`src/pfc_defines.vh`:
```
// Command codes, addresses and timing counts of the flash command sequencer host
`ifndef PFC_DEFINES_VH
`define PFC_DEFINES_VH
// Command unlock addresses and data
`define PFC_ADDR_UNLOCK1 20'h05555
`define PFC_ADDR_UNLOCK2 20'h02AAA
`define PFC_DATA_UNLOCK1 8'hAA
`define PFC_DATA_UNLOCK2 8'h55
`define PFC_CMD_ERASE_SETUP 8'h80
`define PFC_CMD_CHIP_ERASE 8'h10
`define PFC_CMD_PROGRAM 8'hA0
`define PFC_CMD_LOCKOUT 8'h40
`define PFC_CMD_ID_ENTRY 8'h90
`define PFC_CMD_ID_EXIT 8'hF0
// Lock status locations
`define PFC_ADDR_LOCK_BOTTOM 20'h00002
`define PFC_ADDR_LOCK_TOP 20'hF3002
// User operation codes
`define PFC_OP_READ 3'h0
`define PFC_OP_PROGRAM 3'h1
`define PFC_OP_ERASE 3'h2
`define PFC_OP_LOCKOUT 3'h3
`define PFC_OP_ID_ENTRY 3'h4
`define PFC_OP_ID_EXIT 3'h5
`define PFC_OP_LOCK_QUERY 3'h6
// Timing: strobe low width must exceed the 15 ns glitch filter
`define PFC_CLK_NS 8
`define PFC_STROBE_NS 40
`define PFC_STROBE_CYC ((`PFC_STROBE_NS + `PFC_CLK_NS - 1) / `PFC_CLK_NS)
`define PFC_SETUP_CYC 2
`define PFC_READ_NS 90
`define PFC_READ_CYC ((`PFC_READ_NS + `PFC_CLK_NS - 1) / `PFC_CLK_NS)
`endif

```
`src/pfc_bus_cycle.v`:
```
// One timed bus cycle (write or read) on the flash pins
`timescale 1ns/100ps
`include "pfc_defines.vh"
module pfc_bus_cycle (
   // Clock and reset
   input wire mclk_i,
   input wire rst_i,
   // Request
   input wire start_i,
   input wire write_i,
   // Status
   output reg busy_o,
   output reg done_o,
   output reg cs_n_o,
   output reg oe_n_o,
   output reg we_n_o,
   output reg drive_o,
   output reg sample_o
);
   localparam S_IDLE = 2'h0;
   localparam S_SETUP = 2'h1;
   localparam S_STROBE = 2'h2;
   localparam S_HOLD = 2'h3;
   reg [1:0] state;
   reg [7:0] count;

   always @(posedge mclk_i) begin
      done_o <= 1'b0;
      sample_o <= 1'b0;
      if (rst_i) begin
         state <= S_IDLE;
         count <= 8'h00;
         busy_o <= 1'b0;
         cs_n_o <= 1'b1;
         oe_n_o <= 1'b1;
         we_n_o <= 1'b1;
         drive_o <= 1'b0;
      end else begin
         case (state)
            S_IDLE: begin
               if (start_i) begin
                  busy_o <= 1'b1;
                  cs_n_o <= 1'b0;
                  drive_o <= write_i;
                  count <= 8'h00;
                  state <= S_SETUP;
               end
            end
            S_SETUP: begin
               count <= count + 8'h01;
               if (count == `PFC_SETUP_CYC - 1) begin
                  // write strobe only with output enable high
                  we_n_o <= ~write_i;
                  oe_n_o <= write_i;
                  count <= 8'h00;
                  state <= S_STROBE;
               end
            end
            S_STROBE: begin
               count <= count + 8'h01;
               if (count == (write_i ? `PFC_STROBE_CYC : `PFC_READ_CYC) - 1) begin
                  sample_o <= ~write_i;
                  we_n_o <= 1'b1;
                  oe_n_o <= 1'b1;
                  count <= 8'h00;
                  state <= S_HOLD;
               end
            end
            S_HOLD: begin
               // data held past strobe rising edge
               cs_n_o <= 1'b1;
               drive_o <= 1'b0;
               busy_o <= 1'b0;
               done_o <= 1'b1;
               state <= S_IDLE;
            end
            default: state <= S_IDLE;
         endcase
      end
   end
endmodule

```
`src/pfc_host.v`:
```
// Host controller that sequences commands to a byte-wide parallel flash
// Overview of operation
// - Byte program is four command writes.
// - Host enables lockout with six prescribed writes.
// - Host exits identification mode after reading lock status.
// - After flash reset, host sets interrupted_o and does not repeat the operation.
// - Chip erase writes AA,55,80,AA,55,10 to fixed addresses.
// - Program writes AA,55,A0 then data to target.
// - Lockout follows erase pattern with 40 last.
// - ID entry ends 90; exit ends F0, always after AA,55.
`timescale 1ns/100ps
`include "pfc_defines.vh"
module pfc_host #(
   parameter TOP_BOOT = 0
) (
   // Clock and reset
   input wire mclk_i,
   input wire rst_i,
   // User command port
   input wire req_i,
   input wire [2:0] op_i,
   input wire [19:0] addr_i,
   input wire [7:0] wdata_i,
   input wire flash_reset_req_i,
   output reg ack_o,
   output reg busy_o,
   output reg [7:0] rdata_o,
   output reg error_o,
   output reg interrupted_o,
   // Flash pins
   output reg [19:0] addr_bus_o,
   input wire [7:0] data_bus_i,
   output reg [7:0] data_bus_o,
   output reg data_bus_oe_o,
   output reg chip_select_n_o,
   output reg output_enable_n_o,
   output reg write_strobe_n_o,
   output reg flash_reset_n_o,
   input wire ready_busy_n_i
);
   localparam ST_IDLE = 3'h0;
   localparam ST_CMD = 3'h1;
   localparam ST_WAITBC = 3'h2;
   localparam ST_POLL = 3'h3;
   localparam ST_READ = 3'h4;
   localparam ST_RESET = 3'h5;

   reg [2:0] state;
   reg [2:0] op;
   reg [2:0] step;
   reg [2:0] nsteps;
   reg [19:0] t_addr;
   reg [7:0] t_data;
   reg [7:0] d_meta, d_sync;
   reg rb_meta, rb_sync;
   reg [7:0] last_read;
   reg have_last;
   reg bc_start, bc_write;
   reg [3:0] rst_cnt;
   wire bc_busy, bc_done, bc_cs_n, bc_oe_n, bc_we_n, bc_drive, bc_sample;

   // Address and data of command write number s for an operation
   function [27:0] cmd_word;
      input [2:0] o;
      input [2:0] s;
      input [19:0] a;
      input [7:0] d;
      begin
         cmd_word = {`PFC_ADDR_UNLOCK1, `PFC_DATA_UNLOCK1};
         if (s == 3'h1 || s == 3'h4)
            cmd_word = {`PFC_ADDR_UNLOCK2, `PFC_DATA_UNLOCK2};
         else if (s == 3'h2) begin
            case (o)
               `PFC_OP_PROGRAM: cmd_word = {`PFC_ADDR_UNLOCK1, `PFC_CMD_PROGRAM};
               `PFC_OP_ID_ENTRY, `PFC_OP_LOCK_QUERY:
                  cmd_word = {`PFC_ADDR_UNLOCK1, `PFC_CMD_ID_ENTRY};
               `PFC_OP_ID_EXIT: cmd_word = {`PFC_ADDR_UNLOCK1, `PFC_CMD_ID_EXIT};
               default: cmd_word = {`PFC_ADDR_UNLOCK1, `PFC_CMD_ERASE_SETUP};
            endcase
         end else if (s == 3'h3 && o == `PFC_OP_PROGRAM)
            cmd_word = {a, d};
         else if (s == 3'h5)
            cmd_word = {`PFC_ADDR_UNLOCK1,
               (o == `PFC_OP_LOCKOUT) ? `PFC_CMD_LOCKOUT : `PFC_CMD_CHIP_ERASE};
      end
   endfunction

   pfc_bus_cycle u_cycle (
      .mclk_i(mclk_i),
      .rst_i(rst_i),
      .start_i(bc_start),
      .write_i(bc_write),
      .busy_o(bc_busy),
      .done_o(bc_done),
      .cs_n_o(bc_cs_n),
      .oe_n_o(bc_oe_n),
      .we_n_o(bc_we_n),
      .drive_o(bc_drive),
      .sample_o(bc_sample)
   );

   // Pin synchronisers
   always @(posedge mclk_i) begin
      d_meta <= data_bus_i;
      d_sync <= d_meta;
      rb_meta <= ready_busy_n_i;
      rb_sync <= rb_meta;
   end

   // Registered pin outputs
   always @(posedge mclk_i) begin
      if (rst_i) begin
         chip_select_n_o <= 1'b1;
         output_enable_n_o <= 1'b1;
         write_strobe_n_o <= 1'b1;
         data_bus_oe_o <= 1'b0;
      end else begin
         chip_select_n_o <= bc_cs_n;
         output_enable_n_o <= bc_oe_n;
         write_strobe_n_o <= bc_we_n;
         data_bus_oe_o <= bc_drive;
      end
   end

   always @(posedge mclk_i) begin
      ack_o <= 1'b0;
      bc_start <= 1'b0;
      if (rst_i) begin
         state <= ST_IDLE;
         op <= `PFC_OP_READ;
         step <= 3'h0;
         nsteps <= 3'h0;
         t_addr <= 20'h00000;
         t_data <= 8'h00;
         bc_write <= 1'b0;
         busy_o <= 1'b0;
         rdata_o <= 8'h00;
         error_o <= 1'b0;
         interrupted_o <= 1'b0;
         addr_bus_o <= 20'h00000;
         data_bus_o <= 8'h00;
         flash_reset_n_o <= 1'b1;
         last_read <= 8'h00;
         have_last <= 1'b0;
         rst_cnt <= 4'h0;
      end else begin
         case (state)
            ST_IDLE: begin
               if (flash_reset_req_i) begin
                  flash_reset_n_o <= 1'b0;
                  rst_cnt <= 4'h0;
                  busy_o <= 1'b1;
                  state <= ST_RESET;
               end else if (req_i) begin
                  op <= op_i;
                  t_addr <= addr_i;
                  t_data <= wdata_i;
                  busy_o <= 1'b1;
                  error_o <= 1'b0;
                  interrupted_o <= 1'b0;
                  step <= 3'h0;
                  state <= ST_CMD;
                  case (op_i)
                     `PFC_OP_PROGRAM: nsteps <= 3'h4;
                     // six writes for erase and lockout
                     `PFC_OP_ERASE, `PFC_OP_LOCKOUT: nsteps <= 3'h6;
                     // three writes for ID entry and exit
                     `PFC_OP_ID_ENTRY, `PFC_OP_ID_EXIT, `PFC_OP_LOCK_QUERY:
                        nsteps <= 3'h3;
                     default: begin
                        nsteps <= 3'h0;
                        state <= ST_READ;
                     end
                  endcase
               end
            end
            ST_CMD: begin
               {addr_bus_o, data_bus_o} <= cmd_word(op, step, t_addr, t_data);
               bc_write <= 1'b1;
               bc_start <= 1'b1;
               state <= ST_WAITBC;
            end
            ST_WAITBC: begin
               if (bc_done) begin
                  step <= step + 3'h1;
                  if (step != nsteps - 3'h1)
                     state <= ST_CMD;
                  else if (op == `PFC_OP_PROGRAM || op == `PFC_OP_ERASE
                           || op == `PFC_OP_LOCKOUT) begin
                     have_last <= 1'b0;
                     state <= ST_POLL;
                  end else if (op == `PFC_OP_LOCK_QUERY) begin
                     // lock status read in ID mode
                     t_addr <= TOP_BOOT ? `PFC_ADDR_LOCK_TOP : `PFC_ADDR_LOCK_BOTTOM;
                     state <= ST_READ;
                  end else begin
                     busy_o <= 1'b0;
                     ack_o <= 1'b1;
                     state <= ST_IDLE;
                  end
               end
            end
            ST_READ: begin
               // read cycle with write strobe high
               if (!bc_busy && !bc_start && !bc_done) begin
                  addr_bus_o <= t_addr;
                  bc_write <= 1'b0;
                  bc_start <= 1'b1;
               end
               if (bc_sample) begin
                  rdata_o <= d_sync;
                  if (op == `PFC_OP_LOCK_QUERY) begin
                     op <= `PFC_OP_ID_EXIT;
                     nsteps <= 3'h3;
                     step <= 3'h0;
                     state <= ST_CMD;
                  end else begin
                     busy_o <= 1'b0;
                     ack_o <= 1'b1;
                     state <= ST_IDLE;
                  end
               end
            end
            ST_POLL: begin
               // completion when toggle bit stops and ready pin high
               if (!bc_busy && !bc_start && !bc_done) begin
                  addr_bus_o <= t_addr;
                  bc_write <= 1'b0;
                  bc_start <= 1'b1;
               end
               if (bc_sample) begin
                  last_read <= d_sync;
                  have_last <= 1'b1;
                  // ready/busy released and toggle bit 6 unchanged since last read
                  if (have_last && last_read[6] == d_sync[6] && rb_sync) begin
                     rdata_o <= d_sync;
                     // programmed byte differs from the written data in any bit
                     error_o <= (op == `PFC_OP_PROGRAM) && (d_sync != t_data);
                     busy_o <= 1'b0;
                     ack_o <= 1'b1;
                     state <= ST_IDLE;
                  end
               end
            end
            ST_RESET: begin
               rst_cnt <= rst_cnt + 4'h1;
               if (rst_cnt == 4'hF) begin
                  flash_reset_n_o <= 1'b1;
                  interrupted_o <= 1'b1;
                  busy_o <= 1'b0;
                  ack_o <= 1'b1;
                  state <= ST_IDLE;
               end
            end
            default: state <= ST_IDLE;
         endcase
      end
   end
endmodule

```
`config.mk`:
```
export PLATFORM = sky130hd
export DESIGN_NAME = pfc_host
export DESIGN_NICKNAME = d
export VERILOG_FILES = /design/src/pfc_bus_cycle.v /design/src/pfc_host.v
export VERILOG_INCLUDE_DIRS = /design/src /design/src/src
export SDC_FILE = /design/constraint.sdc
export NUM_CORES = 1
export LEC_CHECK = 0
export ABC_AREA = 1
export BUFFER_PORTS_ARGS = -buffer_cell sky130_fd_sc_hd__buf_4
export CAP_MARGIN = 20
export CORE_ASPECT_RATIO = 0.5
export CORE_UTILIZATION = 30
export DETAILED_ROUTE_END_ITERATION = 10
export GPL_ROUTABILITY_DRIVEN = 0
export HOLD_SLACK_MARGIN = 0.03
export PLACE_DENSITY_LB_ADDON = 0.12
export SETUP_SLACK_MARGIN = 0.15
export SLEW_MARGIN = 40
export SYNTH_ARGS = -nofsm -noshare
export SYNTH_HDL_FRONTEND = slang
export SYNTH_SLANG_ARGS = --single-unit
```
`constraint.sdc`:
```
create_clock -name mclk_i -period 2.8 [get_ports mclk_i]
set_clock_uncertainty 0.05 [all_clocks]
set_input_delay 0.28 -clock mclk_i [delete_from_list [all_inputs] [get_ports mclk_i]]
set_output_delay 0.28 -clock mclk_i [all_outputs]
set_load 0.02 [all_outputs]
```
==> results.json <==
{
  "ys_top_cells_by_count": "147 x nand2_1, 128 x dfxtp_1, 115 x nor2_1",
  "period_needed_ns": 2.31,
  "met2_usage_pct": 24.5,
  "detailed_place_hpwl_um": 10600,
  "clock.fmax_mhz": 433,
  "reg2reg_slack_ns": 0.49,
  "crit_start": "state[0]$_SDFFE_PP0P_",
  "status": "completed",
  "die_w_um": 194,
  "arrival_ns": 2.61,
  "synth_edf_count": 0,
  "cts.repair.resized": 0,
  "synth_cells": 747,
  "use_met1_pct": 22.5,
  "drtIter0Drc": 234,
  "cts_setup_buffers": 0,
  "avgSynthCellArea_um2": 7.41,
  "grt-busiest-layer": "met2",
  "slew_headroom_pct": 62.3,
  "grt_pass1_vias": 4628,
  "postRouteAntennaNets": 0,
  "via_per_inst": 4.43,
  "synthTopCellsByArea": "dfxtp_1 46%, nand2_1 10%, nor2_1 7.8%",
  "die-area_um2": 19000,
  "cp-end-kind": "register",
  "syn_area_um2": 5540,
  "hp-class": "input pin to register",
  "hold_viol_final": 0,
  "p_clk_share_pct": 33.4,
  "core_um2": 17700,
  "cts_tree": "built",
  "synthFlopType": "dfxtp_1",
  "firstDrtPassIters": 5,
  "cap_violations": 0,
  "p_switching_uw": 2640,
  "insertedDiodeCount": 0,
  "die_h_um": 98.1,
  "clockRootBuffer": "clkbuf_16",
  "reg2reg_depth": 8,
  "clockBufferDepth": 2,
  "antenna_found_initial": 0,
  "post-route-drc-count": 0,
  "cts-buffers-inserted": 17,
  "worst_slew_pin_slew_ns": 0.564,
  "critPathKind": "register to register",
  "htree_levels": 4,
  "setup_viol": 0,
  "grtUsageMet3_pct": 2.94,
  "synth_cell_types": 34,
  "start_kind": "register",
  "rr_startpoint": "state[0]$_SDFFE_PP0P_",
  "io_buffers": 88,
  "layout-drive-gt1-share_pct": 19.5,
  "seq_area_frac_synth_pct": 46.3,
  "io_pins": 89,
  "final_util_pct": 40.2,
  "path_clk_slew_ns": 0.07,
  "ys.warnings.count": 0,
  "vias": 4842,
  "fillers": 1821,
  "seqPwrFrac_pct": 35.1,
  "wl_per_cell_um": 13.5,
  "crit_fanout": 15,
  "p_comb_share_pct": 31.4,
  "pwr_density_cell_nw_per_um2": 974,
  "synth_top_cell_by_area": "dfxtp_1",
  "synth_seq_cells": 128,
  "regToRegEndpoint": "addr_bus_o[8]$_SDFFE_PP0P_",
  "finalMaxSlewViolations": 0,
  "grt_pass1_wl_um": 23800,
  "rsz0062_at_grt": "false",
  "synth_top_area_share_pct": 46.3,
  "grt-ovfl-total": 0,
  "synth.most_common_cell": "nand2_1",
  "power_switching_share_pct": 38.1,
  "crit_end": "addr_bus_o[8]$_SDFFE_PP0P_",
  "period_share_pct": 82.5,
  "insertion_delay_ns": 0.42,
  "drt-total-wl_um": 14800,
  "grt_max_degree": 41,
  "internal_power_uw": 4290,
  "worstPathRequired_ns": 3.10,
  "ys_async_sr_fraction_pct": 0,
  "cts.sinks": 128,
  "synth_fp_nets": 805,
  "start_util_pct": 31.3,
  "setup_tns_ns": 0,
  "grt_usage_pct": 16.0,
  "holdBufCountCts": 9,
  "rows": 34,
  "vdd_drop_max_mv": 0.380,
  "p_leak_uw": 0.00310,
  "area_growth_pct": 28.4,
  "final_nets": 903
}
[through the flow]
| stage | setup WS, ns | power (uW) | instances | hold WS [ns] | area, um2 |
|---|---|---|---|---|---|
| floorplan | 1.09 | 3990 | 747 | 0.258 | 5540 |
| global placement | 0.514 | 4630 | 1051 | 0.263 | 6400 |
| detailed placement | 0.472 | 4650 | 1051 | 0.262 | 6400 |
| CTS | 0.464 | 7010 | 1092 | 0.0452 | 7110 |
| global route | 0.238 | 7390 | 1092 | 0.0558 | 7110 |
| finish | 0.491 | 6920 | 1092 | 0.0625 | 7110 |
[logic make-up after synthesis]
| kind of cell | count (synthesis) | synth area share (%) |
|---|---|---|
| xor gates and xnor gates | 15 | 2.37 |
| and+or+nand+nor | 329 | 25.2 |
| adders and majority gates | 14 | 3.16 |
| buffers and inverters | 109 | 8.14 |
| DFF | 128 | 46.3 |
| AOI/OAI and AO/OA | 152 | 14.8 |
[final cells by class]
class | count | area (um2) | area share (%)
Clock buffer | 17 | 425 | 5.99
Clock inverter | 15 | 189 | 2.66
Inverter | 85 | 319 | 4.49
Multi-Input combinational cell | 510 | 2520 | 35.5
Sequential cell | 128 | 2560 | 36.1
Tap cell | 234 | 293 | 4.12
Timing Repair Buffer | 103 | 796 | 11.2
[state kept, by name, summed over array words and instances (netlist names), 2 cells and up]
signal	flops
rdata_o	8
nsteps	3
state	3
rst_cnt	4
t_addr	20
addr_bus_o	20
d_sync	8
data_bus_o	8
t_data	8
u_cycle.state	2
op	3
step	3
d_meta	8
u_cycle.count	8
[cell usage in the layout (no fill, tap or decap), types with 4 or more instances in the layout]
master	n
o21ai_1	6
or2_2	4
nor2_1	115
dfxtp_1	128
clkbuf_16	17
nand2_2	7
o211ai_1	5
ha_1	14
inv_8	4
dlygate4sd3_1	9
buf_4	94
a21oi_1	63
xnor2_1	9
inv_1	76
nand2_1	147
inv_6	6
o21ai_0	66
nor3_1	5
xor2_1	6
nand3_1	34
nor2_2	7
inv_2	8
[metal layers]
layer / share of wire [%] / wire length, um
met1: 52 / 7730
met2: 43 / 6400
met3: 3.6 / 535
met4: 0.88 / 130
met5: 0 / 0
[power groups by stage]
| stage | combinational [uW] | sequential [uW] | clock (uW) |
|---|---|---|---|
| 3_3_place_gp | 2160 | 2480 | 0 |
| 5_1_grt | 2460 | 2480 | 2450 |
| 3_5_place_dp | 2180 | 2470 | 0 |
| 2_1_floorplan | 1500 | 2490 | 0 |
| 6_report | 2180 | 2430 | 2310 |
| 4_1_cts | 2200 | 2440 | 2370 |
[worst min path at each step]
stage / startpoint / endpoint / cells after the start
final: addr_i[11] / t_addr[11]$_SDFFE_PP0P_ / 3
after global routing: addr_i[7] / t_addr[7]$_SDFFE_PP0P_ / 3
after CTS: addr_i[11] / t_addr[11]$_SDFFE_PP0P_ / 3
after detailed placement: d_meta[4]$_DFF_P_ / d_sync[4]$_DFF_P_ / 0
after global placement: d_meta[7]$_DFF_P_ / d_sync[7]$_DFF_P_ / 0
after floorplan: data_bus_i[0] / d_meta[0]$_DFF_P_ / 0
[worst max-delay path: stages (launching register included)]
cell and delay [ns]:
dfxtp_1 0.60, inv_1 0.10, nor2_2 0.13, nand2_2 0.16, nand2_2 0.26, inv_2 0.20
a21oi_4 0.42, o21ai_0 0.16, a21oi_1 0.14
(Power assumes the default switching activity.)
